$ cat config.mk
export PLATFORM = sky130hd
export DESIGN_NAME = pocp_top
export DESIGN_NICKNAME = d
export VERILOG_FILES = /design/src/pocp_pkg.sv /design/src/pocp_top.sv
export VERILOG_INCLUDE_DIRS = /design/src
export SDC_FILE = /design/constraint.sdc
export NUM_CORES = 1
export LEC_CHECK = 0
export ABC_AREA = 1
export BUFFER_PORTS_ARGS = -buffer_cell sky130_fd_sc_hd__buf_2
export CAP_MARGIN = 5
export CORE_MARGIN = 2
export CORE_UTILIZATION = 55
export CTS_BUF_LIST = sky130_fd_sc_hd__clkbuf_16
export CTS_CLUSTER_DIAMETER = 50
export DETAILED_ROUTE_END_ITERATION = 6
export GPL_TIMING_DRIVEN = 0
export PLACE_DENSITY = 0.75
export SLEW_MARGIN = 20
export SYNTH_ARGS = -nofsm -noshare
export SYNTH_HDL_FRONTEND = slang
export SYNTH_SLANG_ARGS = --single-unit
$ cat constraint.sdc
create_clock -name sys_clk -period 2.95 [get_ports sys_clk]
set_clock_uncertainty 0.1 [all_clocks]
set_input_delay 0.1475 -clock sys_clk [delete_from_list [all_inputs] [get_ports sys_clk]]
set_output_delay 0.1475 -clock sys_clk [all_outputs]
set_load 0.05 [all_outputs]
$ cat src/pocp_defines.svh
// Register offsets, field positions, reset values and timing counts.
`ifndef POCP_DEFINES_SVH
`define POCP_DEFINES_SVH
`define POCP_ADDR_MASTER 8'h00
`define POCP_ADDR_PAR_LO 8'h38
`define POCP_ADDR_PAR_HI 8'h39
`define POCP_ADDR_FAR_LO 8'h3a
`define POCP_ADDR_FAR_HI 8'h3b
`define POCP_ADDR_MODE 8'h3d
`define POCP_ADDR_ERRINS 8'h40
`define POCP_ADDR_PTRCTL 8'h41
`define POCP_ADDR_ARBITRARY_POINTER_VALUE_LO 8'h45
`define POCP_ADDR_ARBITRARY_POINTER_VALUE_HI 8'h46
`define POCP_BIT_BLOCK_MODE 5
`define POCP_BIT_CORRUPT 1
`define POCP_BIT_ALARM 0
`define POCP_BIT_FORCE_TEST_POINTER 6
`define POCP_BIT_SPACING 5
`define POCP_BIT_LOAD 4
`define POCP_BIT_NDFCTL 3
`define POCP_BIT_NEG 2
`define POCP_BIT_POS 1
`define POCP_PTRCTL_MASK 8'h78
`define POCP_ERRINS_MASK 8'h03
`define POCP_MODE_MASK 8'h20
`define POCP_ARBITRARY_POINTER_VALUE_HI_RESET 8'h90
`define POCP_NDF_NORMAL 4'h6
`define POCP_PTR_LIMIT 10'd782
`define POCP_SNAP_DELAY_NS 1000
`define POCP_CLK_PERIOD_NS 50
`define POCP_SNAP_CYCLES (`POCP_SNAP_DELAY_NS / `POCP_CLK_PERIOD_NS)
`define POCP_SPACE_SHORT 3'd2
`define POCP_SPACE_LONG 3'd4
`endif

$ cat src/pocp_pkg.sv
// Types shared by the path overhead counter and pointer control block.
package pocp_pkg;
  typedef enum logic [2:0] {
    POCP_STUFF_IDLE = 3'b001,
    POCP_STUFF_WAIT = 3'b010,
    POCP_STUFF_HOLD = 3'b100
  } pocp_stuff_e;
endpackage

$ cat src/pocp_top.sv
// Path overhead error counters and transmit pointer control.
//
// Functional notes
// - Snapshot parity count 1 us after trigger.
// - Clear parity counter when snapshot taken.
// - Snapshot far-end count on same trigger.
// - Clear far-end counter when snapshot taken.
// - Snapshots hold count since previous clear.
// - Far-end bytes at 3a/3b, read-only, reset zero.
// - Block mode counts one error per block.
// - Corrupt bit inverts transmitted parity byte.
// - Alarm forces payload and pointer bytes ones.
// - Test force inserts pointer, keeps flag.
// - Spacing bit selects two or four frames.
// - Request bits give one pointer adjustment.
// - Load inserts pointer and stored flag.
// - Load only when pointer in 1..781.
// - Load affects transmit stream only.
// - Flag control selects normal or stored flag.
// - Load set overrides flag control bit.
// - Requests need fixed pointer; self-clear.
//
// Receive side: two 16-bit error counters feed snapshot registers that
// software reads byte by byte. A write to any snapshot byte or to the
// master register starts a short delay, after which both counts are
// copied and the live counters restart from zero.
//
// Transmit side: the outgoing byte stream passes through one register
// stage. Parity corruption, path alarm, pointer load, test pointer and
// flag control act on the byte marked by the frame position inputs.
//
// Pointer adjustments leave as one-cycle strobes to the pointer
// generator, spaced by the stuff spacing bit.
//
// Design decision made here: the address-and-strobe port.
`timescale 1ns/1ps
`include "pocp_defines.svh"
module pocp_top #(
  parameter int SNAP_CYCLES = `POCP_SNAP_CYCLES
) (
  // Clock and reset.
  input wire logic sys_clk,
  input wire logic rst_n,
  // Register port.
  input wire logic [7:0] reg_addr,
  input wire logic [7:0] reg_wdata,
  input wire logic reg_wr,
  input wire logic reg_rd,
  output logic [7:0] reg_rdata,
  // Receive overhead events.
  input wire logic rx_b3_valid,
  input wire logic [7:0] rx_b3_mismatch,
  input wire logic rx_g1_valid,
  input wire logic [3:0] rx_g1_febe,
  // Transmit frame marks and bytes.
  input wire logic fixed_pointer_enable,
  input wire logic tx_frame_start,
  input wire logic tx_is_b3,
  input wire logic tx_is_h1,
  input wire logic tx_is_h2,
  input wire logic tx_is_payload,
  input wire logic [7:0] tx_byte_in,
  output logic [7:0] tx_byte_out,
  // Pointer adjustment strobes to the pointer generator.
  output logic tx_neg_adjust,
  output logic tx_pos_adjust
);

  // ----------------------------------------------------------------------
  // Registers
  // ----------------------------------------------------------------------
  // Live error counters and the snapshots that software reads.
  logic [15:0] path_parity_error_count_ff;
  logic [15:0] far_block_error_count_ff;
  logic [15:0] par_snap_ff;
  logic [15:0] far_snap_ff;
  // Software control registers.
  logic [7:0] mode_ff;
  logic [7:0] errins_ff;
  logic [7:0] ptrctl_ff;
  logic [9:0] arbitrary_pointer_value_ff;
  logic [7:0] arbitrary_pointer_value_hi_ff;
  // Snapshot delay timer.
  logic [15:0] snap_cnt_ff;
  logic snap_busy_ff;
  logic snap_now;
  logic trigger;
  // Pending stuff requests, frame spacing and request state.
  logic neg_pend_ff;
  logic pos_pend_ff;
  logic [2:0] frame_gap_ff;
  pocp_pkg::pocp_stuff_e stuff_st_ff;
  // Per-cycle counter increments.
  logic [3:0] par_inc;
  logic [3:0] far_inc;
  // Control bits by name.
  logic block_parity_mode;
  logic corrupt_path_parity;
  logic force_path_alarm;
  logic force_test_pointer;
  logic pointer_load;
  logic new_data_flag_control;
  // Transmit modification terms and next values.
  logic load_ok;
  logic [2:0] space_need;
  logic stuff_allowed;
  logic [3:0] flag_val;
  logic [7:0] nxt_tx;
  logic [7:0] nxt_rdata;

  // ----------------------------------------------------------------------
  // Control bit decode
  // ----------------------------------------------------------------------
  // Control bits picked out of the software registers by name.
  assign block_parity_mode = mode_ff[`POCP_BIT_BLOCK_MODE];
  assign corrupt_path_parity = errins_ff[`POCP_BIT_CORRUPT];
  assign force_path_alarm = errins_ff[`POCP_BIT_ALARM];
  assign force_test_pointer = ptrctl_ff[`POCP_BIT_FORCE_TEST_POINTER];
  assign pointer_load = ptrctl_ff[`POCP_BIT_LOAD];
  assign new_data_flag_control = ptrctl_ff[`POCP_BIT_NDFCTL];

  // ----------------------------------------------------------------------
  // Snapshot trigger
  // ----------------------------------------------------------------------
  // A write to any snapshot byte or to the master register arms a snapshot.
  // Reads never arm it; only the write strobe counts.
  assign trigger = reg_wr && (reg_addr == `POCP_ADDR_MASTER ||
    reg_addr == `POCP_ADDR_PAR_LO || reg_addr == `POCP_ADDR_PAR_HI ||
    reg_addr == `POCP_ADDR_FAR_LO || reg_addr == `POCP_ADDR_FAR_HI);

  // ----------------------------------------------------------------------
  // Snapshot delay
  // ----------------------------------------------------------------------
  // Counts about one microsecond; a new trigger restarts the count.
  // A trigger at edge E takes the snapshot at edge E plus SNAP_CYCLES.
  // The wait is counted in clock cycles, so it follows the clock rate.
  always_ff @(posedge sys_clk or negedge rst_n) begin
    if (!rst_n) begin
      snap_cnt_ff <= 16'h0000;
      snap_busy_ff <= 1'b0;
    end else if (trigger) begin
      // A later trigger always restarts the wait from the top.
      snap_cnt_ff <= 16'(SNAP_CYCLES - 1);
      snap_busy_ff <= 1'b1;
    end else if (snap_busy_ff) begin
      if (snap_cnt_ff == 16'h0000) begin
        snap_busy_ff <= 1'b0;
      end else begin
        snap_cnt_ff <= snap_cnt_ff - 16'h0001;
      end
    end
  end

  // The snapshot fires on the last count unless a fresh trigger lands in
  // the same cycle, which restarts the wait instead.
  assign snap_now = snap_busy_ff && (snap_cnt_ff == 16'h0000) && !trigger;

  // ----------------------------------------------------------------------
  // Error counters
  // ----------------------------------------------------------------------
  // Parity increment is the bit count or one per block.
  // In block mode any mismatch in the byte counts as one error.
  always_comb begin
    par_inc = 4'h0;
    if (rx_b3_valid) begin
      if (block_parity_mode) begin
        par_inc = {3'b000, |rx_b3_mismatch};
      end else begin
        for (int i = 0; i < 8; i++) begin
          par_inc = par_inc + {3'b000, rx_b3_mismatch[i]};
        end
      end
    end
    // Far-end errors arrive as a count and are added as they stand.
    far_inc = rx_g1_valid ? rx_g1_febe : 4'h0;
  end

  // The snapshot takes the count including this cycle's event, so none is
  // lost, and the counter restarts from zero.
  // Counters wrap on overflow; the snapshot is then short.
  always_ff @(posedge sys_clk or negedge rst_n) begin
    if (!rst_n) begin
      path_parity_error_count_ff <= 16'h0000;
      par_snap_ff <= 16'h0000;
    end else if (snap_now) begin
      // Copy and clear share one edge, so no event slips between them.
      par_snap_ff <= path_parity_error_count_ff + {12'h000, par_inc};
      path_parity_error_count_ff <= 16'h0000;
    end else begin
      path_parity_error_count_ff <= path_parity_error_count_ff +
        {12'h000, par_inc};
    end
  end

  // Far-end block error counter and its snapshot.
  always_ff @(posedge sys_clk or negedge rst_n) begin
    if (!rst_n) begin
      far_block_error_count_ff <= 16'h0000;
      far_snap_ff <= 16'h0000;
    end else if (snap_now) begin
      far_snap_ff <= far_block_error_count_ff + {12'h000, far_inc};
      far_block_error_count_ff <= 16'h0000;
    end else begin
      far_block_error_count_ff <= far_block_error_count_ff +
        {12'h000, far_inc};
    end
  end

  // ----------------------------------------------------------------------
  // Control registers
  // ----------------------------------------------------------------------
  // Software-written control bits; stuff requests are never stored.
  // The high pointer byte also holds the flag nibble and spare bits.
  always_ff @(posedge sys_clk or negedge rst_n) begin
    if (!rst_n) begin
      mode_ff <= 8'h00;
      errins_ff <= 8'h00;
      ptrctl_ff <= 8'h00;
      arbitrary_pointer_value_ff <= 10'h000;
      arbitrary_pointer_value_hi_ff <= `POCP_ARBITRARY_POINTER_VALUE_HI_RESET;
    end else if (reg_wr) begin
      case (reg_addr)
        `POCP_ADDR_MODE: mode_ff <= reg_wdata & `POCP_MODE_MASK;
        `POCP_ADDR_ERRINS: errins_ff <= reg_wdata & `POCP_ERRINS_MASK;
        `POCP_ADDR_PTRCTL: begin
          // Request bits are masked out, so they always read back zero.
          ptrctl_ff <= reg_wdata & `POCP_PTRCTL_MASK;
        end
        `POCP_ADDR_ARBITRARY_POINTER_VALUE_LO: arbitrary_pointer_value_ff[7:0] <= reg_wdata;
        // Bits 1:0 of the high byte are the top of the pointer.
        `POCP_ADDR_ARBITRARY_POINTER_VALUE_HI: begin
          arbitrary_pointer_value_hi_ff <= reg_wdata;
          arbitrary_pointer_value_ff[9:8] <= reg_wdata[1:0];
        end
        default: begin
        end
      endcase
    end
  end

  // ----------------------------------------------------------------------
  // Register read path
  // ----------------------------------------------------------------------
  // Read mux; unmapped addresses and idle cycles give zero.
  always_comb begin
    nxt_rdata = 8'h00;
    if (reg_rd) begin
      case (reg_addr)
        `POCP_ADDR_PAR_LO: nxt_rdata = par_snap_ff[7:0];
        `POCP_ADDR_PAR_HI: nxt_rdata = par_snap_ff[15:8];
        `POCP_ADDR_FAR_LO: nxt_rdata = far_snap_ff[7:0];
        `POCP_ADDR_FAR_HI: nxt_rdata = far_snap_ff[15:8];
        `POCP_ADDR_MODE: nxt_rdata = mode_ff;
        `POCP_ADDR_ERRINS: nxt_rdata = errins_ff;
        `POCP_ADDR_PTRCTL: nxt_rdata = ptrctl_ff;
        `POCP_ADDR_ARBITRARY_POINTER_VALUE_LO: nxt_rdata = arbitrary_pointer_value_ff[7:0];
        `POCP_ADDR_ARBITRARY_POINTER_VALUE_HI: nxt_rdata = arbitrary_pointer_value_hi_ff;
        default: nxt_rdata = 8'h00;
      endcase
    end
  end

  // Read data stand for one cycle after the strobe, then return to zero.
  always_ff @(posedge sys_clk or negedge rst_n) begin
    if (!rst_n) begin
      reg_rdata <= 8'h00;
    end else begin
      reg_rdata <= nxt_rdata;
    end
  end

  // ----------------------------------------------------------------------
  // Stuff requests and spacing
  // ----------------------------------------------------------------------
  // Spacing counts frame starts since the last adjustment, saturating.
  assign space_need = ptrctl_ff[`POCP_BIT_SPACING] ?
    `POCP_SPACE_LONG : `POCP_SPACE_SHORT;
  assign stuff_allowed = (frame_gap_ff >= space_need);

  // A write with a request bit set pends one adjustment when fixed
  // pointer mode is enabled; it is issued at a frame start once spacing
  // from the last adjustment is met.
  always_ff @(posedge sys_clk or negedge rst_n) begin
    if (!rst_n) begin
      neg_pend_ff <= 1'b0;
      pos_pend_ff <= 1'b0;
      tx_neg_adjust <= 1'b0;
      tx_pos_adjust <= 1'b0;
      frame_gap_ff <= `POCP_SPACE_LONG;
      stuff_st_ff <= pocp_pkg::POCP_STUFF_IDLE;
    end else begin
      tx_neg_adjust <= 1'b0;
      tx_pos_adjust <= 1'b0;
      if (tx_frame_start && frame_gap_ff < `POCP_SPACE_LONG) begin
        // Saturating at the longest need keeps the count from wrapping.
        frame_gap_ff <= frame_gap_ff + 3'd1;
      end
      unique case (stuff_st_ff)
        pocp_pkg::POCP_STUFF_IDLE: begin
          if (reg_wr && reg_addr == `POCP_ADDR_PTRCTL &&
              fixed_pointer_enable) begin
            // With both bits set the negative request wins.
            neg_pend_ff <= reg_wdata[`POCP_BIT_NEG];
            pos_pend_ff <= reg_wdata[`POCP_BIT_POS] &
              !reg_wdata[`POCP_BIT_NEG];
            if (reg_wdata[`POCP_BIT_NEG] || reg_wdata[`POCP_BIT_POS]) begin
              stuff_st_ff <= pocp_pkg::POCP_STUFF_WAIT;
            end
          end
        end
        pocp_pkg::POCP_STUFF_WAIT: begin
          if (tx_frame_start && stuff_allowed) begin
            tx_neg_adjust <= neg_pend_ff;
            tx_pos_adjust <= pos_pend_ff;
            neg_pend_ff <= 1'b0;
            pos_pend_ff <= 1'b0;
            // The adjusting frame counts as the first of the spacing.
            frame_gap_ff <= 3'd1;
            stuff_st_ff <= pocp_pkg::POCP_STUFF_HOLD;
          end
        end
        pocp_pkg::POCP_STUFF_HOLD: begin
          // One quiet cycle lets the strobe drop before a new request.
          stuff_st_ff <= pocp_pkg::POCP_STUFF_IDLE;
        end
        default: stuff_st_ff <= pocp_pkg::POCP_STUFF_IDLE;
      endcase
    end
  end

  // ----------------------------------------------------------------------
  // Transmit byte modification
  // ----------------------------------------------------------------------
  // A zero or out-of-range pointer blocks the load; test force still inserts it.
  assign load_ok = pointer_load && (arbitrary_pointer_value_ff != 10'h000) &&
    (arbitrary_pointer_value_ff < `POCP_PTR_LIMIT);

  // Flag nibble: load uses stored flag and overrides the control bit.
  always_comb begin
    if (load_ok) begin
      flag_val = arbitrary_pointer_value_hi_ff[7:4];
    end else if (new_data_flag_control && !pointer_load) begin
      // Flag control only counts while pointer load is clear.
      flag_val = arbitrary_pointer_value_hi_ff[7:4];
    end else begin
      flag_val = `POCP_NDF_NORMAL;
    end
  end

  // Only the outgoing stream is touched; receive interpretation is not.
  always_comb begin
    nxt_tx = tx_byte_in;
    // The spare bits in H1[3:2] pass through untouched.
    if (tx_is_h1) begin
      nxt_tx[7:4] = flag_val;
      if (load_ok || force_test_pointer) begin
        nxt_tx[1:0] = arbitrary_pointer_value_ff[9:8];
      end
    end else if (tx_is_h2 && (load_ok || force_test_pointer)) begin
      nxt_tx = arbitrary_pointer_value_ff[7:0];
    end else if (tx_is_b3 && corrupt_path_parity) begin
      nxt_tx = ~tx_byte_in;
    end
    // Alarm insertion comes last so it overrides every other change to H1, H2 and payload bytes.
    if (force_path_alarm && (tx_is_payload || tx_is_h1 || tx_is_h2)) begin
      nxt_tx = 8'hff;
    end
  end

  // ----------------------------------------------------------------------
  // Output register
  // ----------------------------------------------------------------------
  // Registered transmit byte.
  // One cycle of latency keeps the output straight from a flip-flop.
  always_ff @(posedge sys_clk or negedge rst_n) begin
    if (!rst_n) begin
      tx_byte_out <= 8'h00;
    end else begin
      tx_byte_out <= nxt_tx;
    end
  end

endmodule

Yosys cells after proc, flatten, opt, wreduce, memory -nomap -nowiden --
Cells that the tools add are included.
Word-level totals: bits in registers 132, bits in latches 0, memory bits (writable) 0, ROM bits 0, bits of input ports 48, output and inout port bits 18, word-level logic and storage cells 128, memories 0
Operators by class: $add $sub $neg 11, multipliers 0, div/mod/pow operators 0, magnitude comparators 3, equality and inequality tests 15, shifts and indexed selects 0, mux-type cells 39, bitwise logic cells 2, reduce and logical (&&, ||, !) cells 38
Operators with widths (number):
- two-way mux 16 bit | 5
- one-hot mux 8 bit (9 select lines) | 1
- == test 8 x 6 -> 1 bit (second input constant) | 5
- adder 16 x 4 -> 16 bit | 2
- == test 8 x 7 -> 1 bit (second input constant) | 4
- two-way mux 8 bit | 4
- two-way mux 4 bit | 6
- two-way mux 3 bit | 7
- adder 4 x 1 -> 4 bit | 4
- logical NOT 16 bit | 1
- subtractor 16 x 1 -> 16 bit (second input constant) | 1
- logical AND 1 bit | 13
- AND reduction 2 bit | 6
- less-than comparator 10 bit (second input constant) | 1
- two-way mux 1 bit | 10
- nonzero test 10 bit | 1
- logical NOT 8 bit | 1
- logical OR 1 bit | 8
- != test 2 bit (second input constant) | 4
- NOT 8 bit | 1
- OR reduction 8 bit | 1
- two-way mux 2 bit | 3
- one-hot mux 3 bit (2 select lines) | 1
- AND reduction 3 bit | 2
- 12 further kinds | 16

Longest topological paths before layout --
depth in word-level cells 11, depth in mapped cells 19, mapped depth without buffers 19

Worst setup path after synthesis --
No wires, ideal clock.
kind input port to flip-flop, from input rx_b3_mismatch[0], to register par_snap_ff[14], library setup time 0.131 ns, arrival 3.702 ns, setup slack -0.983 ns, cell stages on the path 17, path buffers 0, cells stage by stage inv_1 -> fa_1 -> fa_1 -> fa_1 -> inv_1 -> ha_1 -> fa_1 -> nand3_1 -> fa_1 -> nand3b_1 -> nand2_1 -> nand2_1 -> nor2_1 -> nand2_1 -> xor2_1 -> nand2_1 -> o21ai_0
Between the ends: word-level cells in the longest chain between the ends 10, elaborated cells on any way between the ends 11, those cells by class add/sub (8); mux (2); reduce/logical (1)
RTL lines:
- from (decl) | line pocp_top.sv:52 | input wire logic [7:0] rx_b3_mismatch,
- adder 1 x 1 -> 2 bit | line pocp_top.sv:170 | par_inc = par_inc + {3'b000, rx_b3_mismatch[i]};
- adder 2 x 1 -> 3 bit | line pocp_top.sv:170
- adder 3 x 1 -> 4 bit | line pocp_top.sv:170
- adder 4 x 1 -> 4 bit (4 in series) | line pocp_top.sv:170
- two-way mux 4 bit (*) | line pocp_top.sv:166 | if (block_parity_mode) begin
- two-way mux 4 bit (*) | line pocp_top.sv:165 | if (rx_b3_valid) begin
- adder 16 x 4 -> 16 bit (*) | line pocp_top.sv:187 | par_snap_ff <= path_parity_error_count_ff + {12'h000, par_inc};
- to (signal assigned) | line pocp_top.sv:187
- to (decl) | line pocp_top.sv:75 | logic [15:0] par_snap_ff;
Mark *: on every way between the ends. The rest lies on a longest branch, timed or not. A chain may end at the register's enable or synchronous reset.

Worst setup path after layout --
from input rx_b3_mismatch[1], to register par_snap_ff[6]
Same word-level chain as after synthesis.

==> results.cfg <==
[run_status]
outcome = finished, violations left
violations = negative setup slack

[place]
hpwl_um = 12100
placed_area_um2 = 7690
portBuffers = 63
gp_congestion = 0.900
placedCellCount = 1145

[global_routing]
grt.total_usage_pct = 27.0
grt_pass1_wl_um = 28400
gr-total-overflow = 0
antenna_found_initial = 0
grt_max_degree = 68
grt_pass1_vias = 5979

[power_and_ir_drop]
power_density_nw_per_um2 = 700
p_leak_nw = 4.53
swShare_pct = 31.1
internal_power_mw = 4.28
power_frac_comb_pct = 25.2
clkPwrFrac_pct = 37.4
peakVddDrop_v = 0.000457
p_switching_mw = 1.93
finalPower_mw = 6.22
pwr-share-seq_pct = 37.4

[synthesis]
syn-num-nets = 979
synth_adder_area_share_pct = 4.54
ys_ff_latch = 130
synth_compound_area_share_pct = 8.43
synth-simple-area-share_pct = 27.8
ys_seq_area_share_pct = 46.2
synth_top_area_share_pct = 44.7
syn_avg_cell_area_um2 = 7.76
syn-cell-area_um2 = 7050
synth_area_leaders = dfrtp_1 (45%), nand2_1 (13%), inv_1 (6.9%)
yosysTopAreaCell = dfrtp_1
synthMuxAreaShare_pct = 0.479
synth-warning-count = 0
syn_inst = 909
synth_top_family_by_area = simple AND/OR/NAND/NOR gates
synth_xor_area_share_pct = 4.10
synth_cell_types = 41

[sta]
rsz0062_at_grt = yes
hold_viol = 0
fmax_mhz = 257
period_share_pct = 132
setup_viol = 30
whs_ps = 23.3
report.final.slew_viol_count = 0
relSlewSlack_pct = 59.8
tightest_slew_ps = 599
tns_ps = -20960
fin_crit_ps = 3890
setup_slack_ps = -935

[critical_path]
cp_top_family = adder cells
crit_required_ps = 3200
crit_path_top_delay_cell = fa_1
cp_cell_sequence = buf_8, inv_4, fa_1, fa_1, fa_1, inv_2, ha_4, fa_2, nand3_4, fa_2, nand3b_1, nand2_2, buf_4, nand2_2, nor2_2, xor2_1, inv_1, o21ai_1
slowest_delay_ps = 580
crit_arrival_ps = 4130
cp.buffers_inverters = 5
crit_type = primary input to register
startpoint_type = primary input
cp_max_fo = 3
cpMostUsedCell = fa_1
worstSetupEndpointType = register

[clocking]
path_clk_slew_ps = 60
cts_buffers = 17
clk_latency_ps = 420
cts.sinks = 130
cts-root-buf = clkbuf_16
cts.path.max_buffers = 2
cts_tree = done
htree_levels = 4

[cells_and_area]
area_growth_pct = 26.0
antennaDiodeCount = 0
final_common_cell = nand2_1
nNetsFinal = 1106
instances_no_fill = 1220
drive_gt1_share_pct = 19.0
design_area_um2 = 8890
mostFrequentLayoutCells = nand2_1 (236), dfrtp_1 (126), inv_1 (125), nor2_1 (92), buf_2 (69)

[floorplan]
start_util_pct = 56.1
placementRows = 41
boundaryPins = 66
die_w_um = 117
die_h_um = 117
die-area_um2 = 13700
core_area_um2 = 12600

[detailed_routing]
drt_iter0_drc = 499
dr.pass1.iters = 6
vias = 6346
drc_errors = 0
wl_per_cell_um = 14.8
drt-vias-per-instance = 5.20
route.antenna.remaining_nets = 0
wl_um = 18100

[flow_run]
max-cap-violations = 0

[worst_hold_path]
hold_path.class = primary input to register
## path summary, 6_finish.rpt
path	slack, ps	to	startpoint	cells past startpoint
min in group asynchronous	140	snap_cnt_ff[0]	rst_n	2
max	-940	par_snap_ff[6]	rx_b3_mismatch[1]	18
min reg2reg	380	stuff_st_ff[0]	stuff_st_ff[1]	3
max in group asynchronous	1880	frame_gap_ff[2]	rst_n	3
max reg2reg	190	par_snap_ff[6]	mode_ff[5]	14
min	20	errins_ff[1]	reg_wr	3
## metrics by stage
stage                     util (%)  worst slack [ps]
final                         70.7              -935
after global routing          70.7             -1040
after CTS                     69.3              -649
after detailed placement      61.2             -1260
after global placement        60.9             -1260
after floorplan                  -              -864
## synth_stat cells, drive strengths merged
library cell	instances
nand2	253
inv	135
dfrtp	126
nor2	100
o21ai	68
nand3	64
xor2	26
a21oi	24
ha	16
nor3	16
buf	13
nand4	10
nand3b	8
xnor2	7
fa	6
o22ai	6
nor4	5
dfstp	4
clkbuf	3
mux2	3
o211ai	3
a21boi	2
a31oi	2
nor3b	2
a41oi	1
and3	1
o211a	1
o21a	1
o21bai	1
o221ai	1
or2	1
## repair_timing
action                                  4_1_cts  5_1_grt
endpoints found under the hold margin        98        0
endpoints found under the setup margin       30       30
setup buffers                                19        8
hold buffers                                 17        0
pin swaps                                    17       13
resized for setup                            18       24
## layer usage
metal	up-vias	track usage (%)	wire (um)
li1	3128	-	-
met1	2962	35.5	8070
met2	203	43.6	8500
met3	53	5.51	868
met4	0	11.4	640
met5	-	0	0
## cell type report
cell class                      instances  area (um2)
Buffer                                 16        87.6
Inverter                              135         517
Clock buffer                           17         425
Timing Repair Buffer                  108         756
Fill cell                             945        3680
Tap cell                              172         215
Sequential cell                       130        3260
Multi-Input combinational cell        628        3410
Clock inverter                         14         219
## power by group through the flow
stage	logic [mW]	clock network, mW	registers, mW
global placement	1.32	0	2.33
global route	1.77	2.42	2.36
detailed placement	1.37	0	2.33
finish	1.56	2.33	2.32
CTS	1.45	2.34	2.31
floorplan	1.01	0	2.34
## sequential cells by signal, summed over array words and instances, names as in the netlist, 7 cells and up
name and cells:
far_snap_ff 16, par_snap_ff 16, snap_cnt_ff 16, far_block_error_count_ff 16
tx_byte_out 8, path_parity_error_count_ff 16, reg_rdata 8, arbitrary_pointer_value_ff 9
arbitrary_pointer_value_hi_ff 7
## logic make-up (layout without fill, tap and decap cells)
group / after synthesis / in the layout
compound gates: 110 / 110
buf+inv: 151 / 290
mux: 3 / 3
flops: 130 / 130
xor+xnor: 33 / 33
simple gates: 460 / 460
fa+ha+maj: 22 / 22
## worst register-to-register path: cells and delay by family (launching register included)
kind / cells / cell delay [ps]
and+or+nand+nor: 5 / 620
adders and majority gates: 2 / 590
buffers and inverters: 4 / 480
DFF: 1 / 420
AOI/OAI and AO/OA: 2 / 290
xor gates and xnor gates: 1 / 180
No activity file was read; power rests on OpenSTA's default activity.
